<file path="config.mk">
export PLATFORM = sky130hd
export DESIGN_NAME = result_readout
export DESIGN_NICKNAME = d
export VERILOG_FILES = /design/src/verilog/readout_pkg.sv /design/src/verilog/conv_seq_timer.sv /design/src/verilog/result_readout.sv
export SDC_FILE = /design/constraint.sdc
export NUM_CORES = 1
export LEC_CHECK = 0
export ABC_AREA = 0
export BUFFER_PORTS_ARGS = -buffer_cell sky130_fd_sc_hd__buf_4
export CAP_MARGIN = 20
export CORE_AREA = 2 2 90 92
export CTS_BUF_LIST = sky130_fd_sc_hd__clkbuf_16
export DETAILED_ROUTE_END_ITERATION = 8
export DIE_AREA = 0 0 92 94
export PLACE_DENSITY = 0.77
export SLEW_MARGIN = 30
export SYNTH_ARGS = -nofsm -noshare
export SYNTH_HDL_FRONTEND = slang
export SYNTH_SLANG_ARGS = --single-unit
</file>
<file path="constraint.sdc">
create_clock -name clk_in -period 3.05 [get_ports clk_in]
set_clock_uncertainty 0.15 [all_clocks]
set_input_delay 0.1525 -clock clk_in [delete_from_list [all_inputs] [get_ports clk_in]]
set_output_delay 0.1525 -clock clk_in [all_outputs]
set_load 0.01 [all_outputs]
</file>
<file path="src/verilog/readout_pkg.sv">
// Constants and carrier types for the result read-out block
package readout_pkg;

  // ---------------------------------------------------------------
  // Result storage
  // ---------------------------------------------------------------
  localparam int RESULT_W = 12;
  localparam int NUM_RESULTS = 4;
  localparam logic [1:0] PTR_FIRST = 2'h0;
  localparam logic [2:0] VALID_NONE = 3'h0;
  localparam logic [11:0] RESULT_RST = 12'h000;

  // ---------------------------------------------------------------
  // Conversion clock timing (clocks counted from 1 within a conversion)
  // ---------------------------------------------------------------
  localparam logic [3:0] CONV_CLOCKS = 4'hE;
  localparam logic [3:0] PTR_RESET_CLOCK = 4'hC;
  localparam logic [3:0] XFER_CLOCK = 4'hD;
  localparam logic [3:0] CLK_COUNT_RST = 4'h0;

  // Internal conversion time and system clock rate
  localparam int INT_CONV_TIME_NS = 1650;
  localparam int SYS_CLK_MHZ = 250;
  // Longest time per conversion clock, rounded down, never below one
  localparam int INT_TICK_RAW = (INT_CONV_TIME_NS * SYS_CLK_MHZ) / (1000 * 14);
  localparam int INT_TICK_CYCLES = (INT_TICK_RAW < 1) ? 1 : INT_TICK_RAW;
  localparam logic [7:0] DIV_RST = 8'h00;

  // ---------------------------------------------------------------
  // Carrier for the asynchronous pins
  // ---------------------------------------------------------------
  typedef struct packed {
    logic cs_n;
    logic rd_n;
    logic ext_clk;
    logic int_clk_sel;
    logic bipolar;
  } pin_bundle_type;

  localparam pin_bundle_type PINS_RST = '{cs_n: 1'b1, rd_n: 1'b1, ext_clk: 1'b0,
                                          int_clk_sel: 1'b1, bipolar: 1'b0};

  // Sequence timer states
  typedef enum logic [1:0] {
    SEQ_IDLE = 2'b01,
    SEQ_CONV = 2'b10
  } seq_state_type;

endpackage

</file>
<file path="src/verilog/conv_seq_timer.sv">
// Conversion sequence timer: counts conversion clocks and marks transfers
`timescale 1ns/1ps
module conv_seq_timer
  import readout_pkg::*;
(
  input wire logic clk_in,
  input wire logic rstn_in,
  input wire logic start_in,
  input wire logic tick_in,
  input wire logic [2:0] chan_count_in,
  output logic busy_out,
  output logic ptr_reset_out,
  output logic xfer_out,
  output logic eoc_n_out,
  output logic [1:0] conv_idx_out
);

  seq_state_type state_r;
  logic [3:0] clk_cnt_r;
  logic [1:0] last_idx_r;
  logic last_clock;
  logic eoc_end_r;

  assign last_clock = tick_in && (clk_cnt_r == CONV_CLOCKS - 4'h1);
  assign busy_out = (state_r == SEQ_CONV);

  // ---------------------------------------------------------------
  // Sequence state and clock count
  // ---------------------------------------------------------------
  always_ff @(posedge clk_in) begin
    if (!rstn_in) begin
      state_r <= SEQ_IDLE;
      clk_cnt_r <= CLK_COUNT_RST;
      conv_idx_out <= 2'h0;
      last_idx_r <= 2'h0;
    end else begin
      case (state_r)
        SEQ_IDLE: begin
          if (start_in) begin
            state_r <= SEQ_CONV;
            clk_cnt_r <= CLK_COUNT_RST;
            conv_idx_out <= 2'h0;
            // A zero count is taken as one channel
            last_idx_r <= (chan_count_in == 3'h0) ? 2'h0 : 2'(chan_count_in - 3'h1);
          end
        end
        SEQ_CONV: begin
          if (last_clock) begin
            clk_cnt_r <= CLK_COUNT_RST;
            conv_idx_out <= 2'(conv_idx_out + 2'h1);
            if (conv_idx_out == last_idx_r) begin
              state_r <= SEQ_IDLE;
            end
          end else if (tick_in) begin
            clk_cnt_r <= 4'(clk_cnt_r + 4'h1);
          end
        end
        default: begin
          state_r <= SEQ_IDLE;
        end
      endcase
    end
  end

  // ---------------------------------------------------------------
  // Pointer reset, transfer and end-of-conversion strobes
  // ---------------------------------------------------------------
  always_ff @(posedge clk_in) begin
    if (!rstn_in) begin
      ptr_reset_out <= 1'b0;
      xfer_out <= 1'b0;
      eoc_n_out <= 1'b1;
      eoc_end_r <= 1'b0;
    end else begin
      // Clock 12 of the first conversion only
      ptr_reset_out <= busy_out && tick_in && (conv_idx_out == 2'h0) &&
                       (clk_cnt_r == PTR_RESET_CLOCK - 4'h1); // RULE_12
      xfer_out <= busy_out && tick_in && (clk_cnt_r == XFER_CLOCK - 4'h1); // RULE_12
      // Rise delayed like the fall, so EOC stays low one whole conversion clock
      eoc_end_r <= last_clock;
      if (xfer_out) begin
        eoc_n_out <= 1'b0;
      end else if (eoc_end_r) begin
        eoc_n_out <= 1'b1; // RULE_12
      end
    end
  end

endmodule

</file>
<file path="src/verilog/result_readout.sv">
// Result registers, circular read pointer and parallel result bus
//
// Overview of operation
// RULE_01: Four result registers hold a sequence's results, the k-th conversion in register k.
// RULE_02: The first conversion's end sets the pointer to register 1 just before EOC falls.
// RULE_03: Setting the pointer to register 1 raises the first-result flag.
// RULE_04: The addressed register drives the result bus only while chip select and read are low.
// RULE_05: After the sequence ends, each read-strobe rising edge advances the pointer.
// RULE_06: During a sequence a read does not advance onto a register not yet holding a result.
// RULE_07: During a sequence each result transfer advances the pointer just before EOC falls; the code advances it only when a read is pending.
// RULE_08: The read-strobe rising edge after reading the last result wraps the pointer to 1.
// RULE_09: Bipolar ranges give two's complement results with 0x7FF and 0x800 as full scales.
// RULE_10: Reads during a conversion keep returning the current register until it advances.
// RULE_11: The first-result flag falls when the pointer leaves register 1.
// RULE_12: A conversion takes 14 clocks: pointer reset on 12, transfer and EOC on 13 and 14.
// RULE_13: Results and the bus read path stay usable while standby is asserted.
// RULE_14: The pointer wraps at the number of channels selected for the sequence.
// RULE_15: With no chip select and read active the result bus is not driven.
`timescale 1ns/1ps
module result_readout
  import readout_pkg::*;
#(
  parameter int TICK_CYCLES = INT_TICK_CYCLES
) (
  input wire logic clk_in,
  input wire logic rstn_in,
  input wire logic cs_n_in,
  input wire logic rd_n_in,
  input wire logic ext_clk_in,
  input wire logic int_clk_sel_in,
  input wire logic bipolar_in,
  input wire logic standby_n_in,
  input wire logic conv_start_in,
  input wire logic [2:0] chan_count_in,
  input wire logic [11:0] conv_data_in,
  output logic [11:0] result_bus_out,
  output logic result_bus_oe_out,
  output logic first_result_flag_out,
  output logic eoc_n_out,
  output logic busy_out
);

  // ---------------------------------------------------------------
  // Pin synchronisers
  // ---------------------------------------------------------------
  pin_bundle_type pins_in;
  pin_bundle_type pins_s1_r;
  pin_bundle_type pins_s2_r;
  logic rd_prev_r;
  logic cs_prev_r;
  logic ext_prev_r;

  assign pins_in = '{cs_n: cs_n_in, rd_n: rd_n_in, ext_clk: ext_clk_in,
                     int_clk_sel: int_clk_sel_in, bipolar: bipolar_in};

  // Only the second stage and the edge history are read by logic
  always_ff @(posedge clk_in) begin
    if (!rstn_in) begin
      pins_s1_r <= PINS_RST;
      pins_s2_r <= PINS_RST;
      rd_prev_r <= 1'b1;
      cs_prev_r <= 1'b1;
      ext_prev_r <= 1'b0;
    end else begin
      pins_s1_r <= pins_in;
      pins_s2_r <= pins_s1_r;
      rd_prev_r <= pins_s2_r.rd_n;
      cs_prev_r <= pins_s2_r.cs_n;
      ext_prev_r <= pins_s2_r.ext_clk;
    end
  end

  // A read ends on the read rising edge of a selected access
  logic rd_rise;
  assign rd_rise = pins_s2_r.rd_n && !rd_prev_r && !cs_prev_r;

  // ---------------------------------------------------------------
  // Conversion clock: internal divider or falling edge of the pin
  // ---------------------------------------------------------------
  logic [7:0] div_r;
  logic int_tick;
  logic conv_tick;

  assign int_tick = (div_r == 8'(TICK_CYCLES - 1));
  assign conv_tick = pins_s2_r.int_clk_sel ? int_tick : (ext_prev_r && !pins_s2_r.ext_clk);

  always_ff @(posedge clk_in) begin
    if (!rstn_in || int_tick) begin
      div_r <= DIV_RST;
    end else begin
      div_r <= 8'(div_r + 8'h01);
    end
  end

  // ---------------------------------------------------------------
  // Sequence timer
  // ---------------------------------------------------------------
  logic ptr_reset;
  logic xfer;
  logic [1:0] conv_idx;

  conv_seq_timer u_timer (
    .clk_in(clk_in),
    .rstn_in(rstn_in),
    .start_in(conv_start_in),
    .tick_in(conv_tick),
    .chan_count_in(chan_count_in),
    .busy_out(busy_out),
    .ptr_reset_out(ptr_reset),
    .xfer_out(xfer),
    .eoc_n_out(eoc_n_out),
    .conv_idx_out(conv_idx)
  );

  // ---------------------------------------------------------------
  // Result registers and coding
  // ---------------------------------------------------------------
  logic [RESULT_W-1:0] res_r [NUM_RESULTS];
  logic [RESULT_W-1:0] coded;
  logic [2:0] valid_cnt_r;
  logic [1:0] last_idx_r;

  // Offset binary flipped at the sign bit gives two's complement
  assign coded = pins_s2_r.bipolar ? {~conv_data_in[11], conv_data_in[10:0]}
                                   : conv_data_in; // RULE_09

  always_ff @(posedge clk_in) begin
    if (!rstn_in) begin
      for (int i = 0; i < NUM_RESULTS; i++) begin
        res_r[i] <= RESULT_RST;
      end
    end else if (xfer) begin
      res_r[conv_idx] <= coded; // RULE_01
    end
  end

  // Count of results that are valid in the running sequence
  always_ff @(posedge clk_in) begin
    if (!rstn_in) begin
      valid_cnt_r <= VALID_NONE;
      last_idx_r <= 2'h0;
    end else if (conv_start_in && !busy_out) begin
      valid_cnt_r <= VALID_NONE;
      // Wrap point follows the selected channel count
      last_idx_r <= (chan_count_in == 3'h0) ? 2'h0 : 2'(chan_count_in - 3'h1); // RULE_14
    end else if (xfer) begin
      valid_cnt_r <= 3'(valid_cnt_r + 3'h1);
    end
  end

  // ---------------------------------------------------------------
  // Read pointer
  // ---------------------------------------------------------------
  logic [1:0] ptr_r;
  logic [1:0] ptr_nxt;
  logic rd_pend_r;
  logic rd_pend_nxt;

  // Conversion events outrank a read edge in the same cycle; a refused read
  // stays pending so the next transfer serves it, an unread transfer leaves the pointer
  always_comb begin
    ptr_nxt = ptr_r;
    rd_pend_nxt = rd_pend_r;
    if (ptr_reset) begin
      ptr_nxt = PTR_FIRST; // RULE_02
      rd_pend_nxt = 1'b0;
    end else if (xfer && rd_pend_r && conv_idx != 2'h0 && ptr_r == 2'(conv_idx - 2'h1)) begin
      ptr_nxt = conv_idx; // RULE_07
      rd_pend_nxt = 1'b0;
    end else if (rd_rise && !busy_out) begin
      ptr_nxt = (ptr_r == last_idx_r) ? PTR_FIRST : 2'(ptr_r + 2'h1); // RULE_05 RULE_08 RULE_14
      rd_pend_nxt = 1'b0;
    end else if (rd_rise && 3'(ptr_r) + 3'h1 < valid_cnt_r) begin
      ptr_nxt = 2'(ptr_r + 2'h1); // RULE_06 RULE_10
    end else if (rd_rise) begin
      rd_pend_nxt = 1'b1; // RULE_06
    end
  end

  // Pending read, set by a refused read edge and cleared once served
  always_ff @(posedge clk_in) begin
    if (!rstn_in) begin
      rd_pend_r <= 1'b0;
    end else begin
      rd_pend_r <= rd_pend_nxt;
    end
  end

  always_ff @(posedge clk_in) begin
    if (!rstn_in) begin
      ptr_r <= PTR_FIRST;
      first_result_flag_out <= 1'b1;
    end else begin
      ptr_r <= ptr_nxt;
      first_result_flag_out <= (ptr_nxt == PTR_FIRST); // RULE_03 RULE_11
    end
  end

  // ---------------------------------------------------------------
  // Result bus, independent of standby
  // ---------------------------------------------------------------
  logic bus_sel;
  assign bus_sel = !pins_s2_r.cs_n && !pins_s2_r.rd_n;
  assign result_bus_oe_out = bus_sel; // RULE_04 RULE_15 RULE_13

  // Data stays registered so the bus never glitches with the pointer
  always_ff @(posedge clk_in) begin
    if (!rstn_in) begin
      result_bus_out <= RESULT_RST;
    end else begin
      result_bus_out <= res_r[ptr_r]; // RULE_04 RULE_10
    end
  end

  logic [1:0] xfer_idx_q;
  logic [11:0] xfer_raw_q;
  always_ff @(posedge clk_in) begin
    xfer_idx_q <= conv_idx;
    xfer_raw_q <= conv_data_in;
  end
endmodule
</file>
# After elaboration in Yosys (flattened, before gate mapping)

Memory sizes are Yosys's and may differ from the RTL's. A register that Yosys moved wholly into a read port is not among the register bits.
Cells that the tools add are included.

Bits in writable memories: 48
Output and inout port bits: 16
Flip-flop bits (word level): 44
Memories: 1
Word-level logic and storage cells: 119
Bits of input ports: 24

Mux-type cells: 28
Reduce and logical (&&, ||, !) cells: 38
Equal/unequal tests: 13
Add/sub/neg operators: 8
Magnitude comparators: 1
Bitwise gates (word level): 3

Memory list:

| name  | words | width | rd ports | clocked after Yosys merged registers in | wr ports | line                  | source |
|---|---|---|---|---|---|---|---|
| res_r | 4     | 12    | 1        | 1                                       | 4        | result_readout.sv:118 | `logic [RESULT_W-1:0] res_r [NUM_RESULTS];` |

Operator list:

| cell                                                                   | count |
|---|---|
| 12-bit 2-to-1 mux                                                      | 2 |
| 2-bit 2-to-1 mux                                                       | 12 |
| 1-bit logical AND                                                      | 15 |
| 4-bit equality test (second input constant)                            | 3 |
| 4-bit 2-to-1 mux                                                       | 3 |
| 12-bit OR reduction                                                    | 1 |
| 3-bit AND reduction                                                    | 3 |
| 8-bit by 1-bit adder with 8-bit output (second input constant)         | 1 |
| 8-bit by 5-bit equality test with 1-bit output (second input constant) | 1 |
| 1-bit logical NOT                                                      | 8 |
| 1-bit 2-to-1 mux                                                       | 8 |
| 2-bit one-hot mux with 2 select lines                                  | 2 |
| 4-bit one-hot mux with 2 select lines                                  | 1 |
| 2-bit equality test                                                    | 3 |
| 2-bit nonzero test                                                     | 3 |
| 2-bit by 1-bit adder with 2-bit output (second input constant)         | 2 |
| 4-bit by 1-bit adder with 4-bit output (second input constant)         | 1 |
| 2-bit logical NOT                                                      | 2 |
| 2-bit by 1-bit != test with 1-bit output (second input constant)       | 2 |
| 2-bit AND reduction                                                    | 2 |
| 4-bit OR reduction                                                     | 1 |
| 2-bit by 1-bit subtractor with 2-bit output (second input constant)    | 2 |
| 2-bit by 1-bit adder with 3-bit output (second input constant)         | 1 |
| 3-bit by 1-bit adder with 3-bit output (second input constant)         | 1 |
| other kinds (9)                                                        | 11 |

# Logic depth before layout (Yosys ltp)

Word-level depth: 9
Gate-level depth with buffers: 7
Depth with buffers taken out: 7

# Cells and area by module

Synthesis repeated with hierarchy kept, for this count alone.

Cells, all modules: 363
Area, all modules: 4,384.2 um2

Modules (own cells, without submodules):

| module         | cells each | area each (um2) | seq. area each (um2) | times used |
|---|---|---|---|---|
| result_readout | 289        | 3,706.1         | 2,282.2              | 1 |
| conv_seq_timer | 74         | 678.2           | 280.3                | 1 |

# Worst setup path before layout

OpenSTA, ideal clock, no wires.

Path kind: reg2reg
From: register u_timer.xfer_out
To: memory res_r[1][0] (enable)
Stages on the path, launching flop included: 4
Required time: 2,502 ps
Setup time: 398 ps
Buffers on the path: 1
Period minus slack after synthesis: 2,119 ps
Arrival: 1,572 ps
Slack: 931 ps
Cell sequence: dfxtp_1 -> clkbuf_1 -> nand2_1 -> o21ai_0

RTL lines:

| item                     | line                  | source |
|---|---|---|
| start: declaration       | conv_seq_timer.sv:13  | `output logic xfer_out,` |
| start signal: assignment | conv_seq_timer.sv:78  | `xfer_out <= busy_out && tick_in && (clk_cnt_r == XFER_CLOCK - 4'h1);` |
| end: declaration         | result_readout.sv:118 |  |

==> metrics.md <==
| Metric | Value |
|---|---|
| Status | finished clean |
| First-pass GRT wire length | 14.0 mm |
| Multi-input logic area | 0.00169 mm2 |
| CP endpoint | res_r[0][11] |
| Post-route clock period utilization | 0.722 |
| Nets | 462 |
| RSZ-0062 raised after global routing | no |
| Number of max-cap violations | 0 |
| Final min period | 2.20 ns |
| FF+latch area | 0.00256 mm2 |
| GR peak layer | met2 |
| Final core occ | 0.691 |
| Final setup fails | 0 |
| Tightest Pin Transition | 0.692 ns |
| Top cell type's share of synthesized area | 0.329 |
| Layout cells sized above 1 | 0.193 |
| Biggest area consumer among synthesized cells | edfxtp_1 |
| Setup TNS | 0 ns |
| Hold/Removal Path Class | in2reg |
| PortBufs | 38 |
| Starting Density | 0.576 |
| GRT Util Overall | 0.210 |
| CTS sink count | 104 |
| Post-synthesis sequential area ratio | 0.585 |
| Routability cong. | 0.809 |
| Vias in the first global route | 2959 |
| Switch share | 0.244 |
| Core Box Area | 0.00761 mm2 |
| EDFF count, synth | 48 |
| Pins Over Slew Limit | 0 |
| Hold Violations, Final | 0 |
| DP HPWL | 5.22 mm |
| Critical R2R Capture | res_r[0][11] |
| Syn Area/Cell | 11.9 um2 |
| Internal | 2.23 mW |
| Worst Setup SP | u_timer.xfer_out |
| Largest net degree at the start of global routing | 51 |
| NetSw | 720 uW |
| I/O pins | 40 |
| Antenna cells | 0 |
| Post-CTS Setup Repair Bufs | 0 |
| DR pass1 iterations | 4 |
| Initial antenna violation count | 0 |
| Area grow syn2layout | 20.0% |
| VDD IR max | 0.397 mV |
| Drt drc | 0 |
| Seq pwr share | 0.527 |
| Comb power frac | 0.102 |
| Ys Warns | 0 |
| Critical-path maximum fanout | 18 |
| Total number of vias | 2876 |
| Starting DRT DRC Count | 220 |
| Fill count | 532 |
| Clock slew at reported path FFs | 0.07 ns |
| Top-count cell post-synth | dfxtp_1 |
| PD cells | 561 mW/mm2 |
| Post-synth top cells | dfxtp_1, and2_1, edfxtp_1, nor2_1, and3_1 |
| Top cells by area, synth | edfxtp_1, dfxtp_1, and2_1 |
| CTS H-tree lvls | 3 |
| Reg2Reg Launch Point | u_timer.xfer_out |
| Vias per cell | 5.40 |
| CTS Buf Count | 9 |
| Met2 track demand over resource | 0.365 |
| Synthesis-stage register bit count | 104 |
| TritonCTS clock tree | built |
| Drt wl/cell | 15.5 um |
| Ys async rst share | 0 |
| Fmax | 454 MHz |
| Syn nets | 404 |
| Clk buf depth | 2 |
| GR Overflow Total | 0 |
| Cell Area, Synth | 0.00438 mm2 |
| Critical path class | reg2reg |
| Routing usage on met3 | 0.0401 |
| Reg2Reg Depth | 5 |
| R2r setup slk | 0.85 ns |
| Die area | 0.00865 mm2 |
| Post-CTS sizing | 0 |
| FP Rows | 32 |
| Clock latency on the worst-skew pair | 0.34 ns |
| Leak pwr | 2.09 nW |
| Final antenna-violating net count | 0 |
| Arr. time, crit path | 2.02 ns |
| Root buffer cell | clkbuf_16 |
| Die Span Y | 94 um |
| Crit path launch type | flop |
| CP endpoint kind | flop |
| Hold-fix buffers, CTS | 17 |
| Clock power frac | 0.371 |
| Rel. slew slack | 0.539 |
| Synth unique cells | 46 |
| Detailed Route WL | 8.29 mm |
| Top_reg_cell synth | dfxtp_1 |
| Req. time, crit path | 2.87 ns |
| Synth Instances | 368 |
| Die Width | 92 um |
| Met1 Usage GRT | 0.263 |
[power by group through the flow]
stage / Combinational [mW] / Sequential [mW] / Clock [mW]
after global placement: 0.272 / 1.58 / 0
after floorplan: 0.182 / 1.58 / 0
after detailed placement: 0.280 / 1.59 / 0
after global routing: 0.338 / 1.56 / 1.17
final: 0.301 / 1.56 / 1.09
after CTS: 0.301 / 1.56 / 1.11
[area by class of cell]
cell class,instances,share of cell area
timing repair buffer,66,0.102
inverter,14,0.0100
tap,102,0.0243
multi-input combinational,231,0.321
sequential,104,0.487
clock inverter,7,0.0119
clock buffer,9,0.0428
[worst min-delay path by stage]
stage,depth (start not counted),startpoint,end
after floorplan,1,int_clk_sel_in,pins_s1_r[1]
after global placement,2,cs_n_in,pins_s1_r[4]
after detailed placement,2,rd_n_in,pins_s1_r[3]
after CTS,5,chan_count_in[2],u_timer.last_idx_r[0]
after global routing,5,chan_count_in[2],last_idx_r[0]
final,5,chan_count_in[2],last_idx_r[0]
[metal layers]
metal  share of wire  vias up
met3           0.058       11
li1                -     1420
met1            0.44     1370
met2            0.49       75
met4           0.013        0
met5               0        -
[registers in the layout (all words and copies together) (netlist names), 2 cells and up]
name / cells
div_r: 8
last_idx_r: 2
pins_s1_r: 5
pins_s2_r: 5
ptr_r: 2
res_r: 48
result_bus_out: 12
u_timer.clk_cnt_r: 4
u_timer.conv_idx_out: 2
u_timer.last_idx_r: 2
u_timer.state_r: 2
valid_cnt_r: 3
[cell families after synthesis]
group	synth area share
flip-flops	0.585
adder cells (fa/ha/maj)	0.0343
AO/OA/AOI/OAI	0.0626
XOR/XNOR	0.0300
multiplexers	0.0640
buffers and inverters	0.0294
AND/OR/NAND/NOR	0.195
[critical path, stage by stage, from the launching register on]
cell      delay (ns)
dfxtp_1         0.31
buf_4           0.23
nand2_1         0.16
nor3_1          0.18
buf_4           0.22
nand2b_1        0.58
[metrics by stage]
stage                     power, mW  hold slack, ns  std cells  area [um2]  setup WS [ns]
after floorplan                1.76           0.104        368        4380          0.931
after global placement         1.86           0.194        500        4800          0.925
after detailed placement       1.87           0.193        500        4800          0.851
after CTS                      2.97          0.0481        533        5260          0.830
after global routing           3.07          0.0654        533        5260          0.682
final                          2.95          0.0449        533        5260          0.847
[placed cells by master, fill, tap and decap left out, drive strengths merged, types with 15 or more instances in the layout]
master        n
a21oi        15
and3         16
buf          49
nor2         25
dfxtp        56
dlygate4sd3  17
and2         54
inv          18
nand2        15
edfxtp       48
Power figures use the tool's default switching activity.
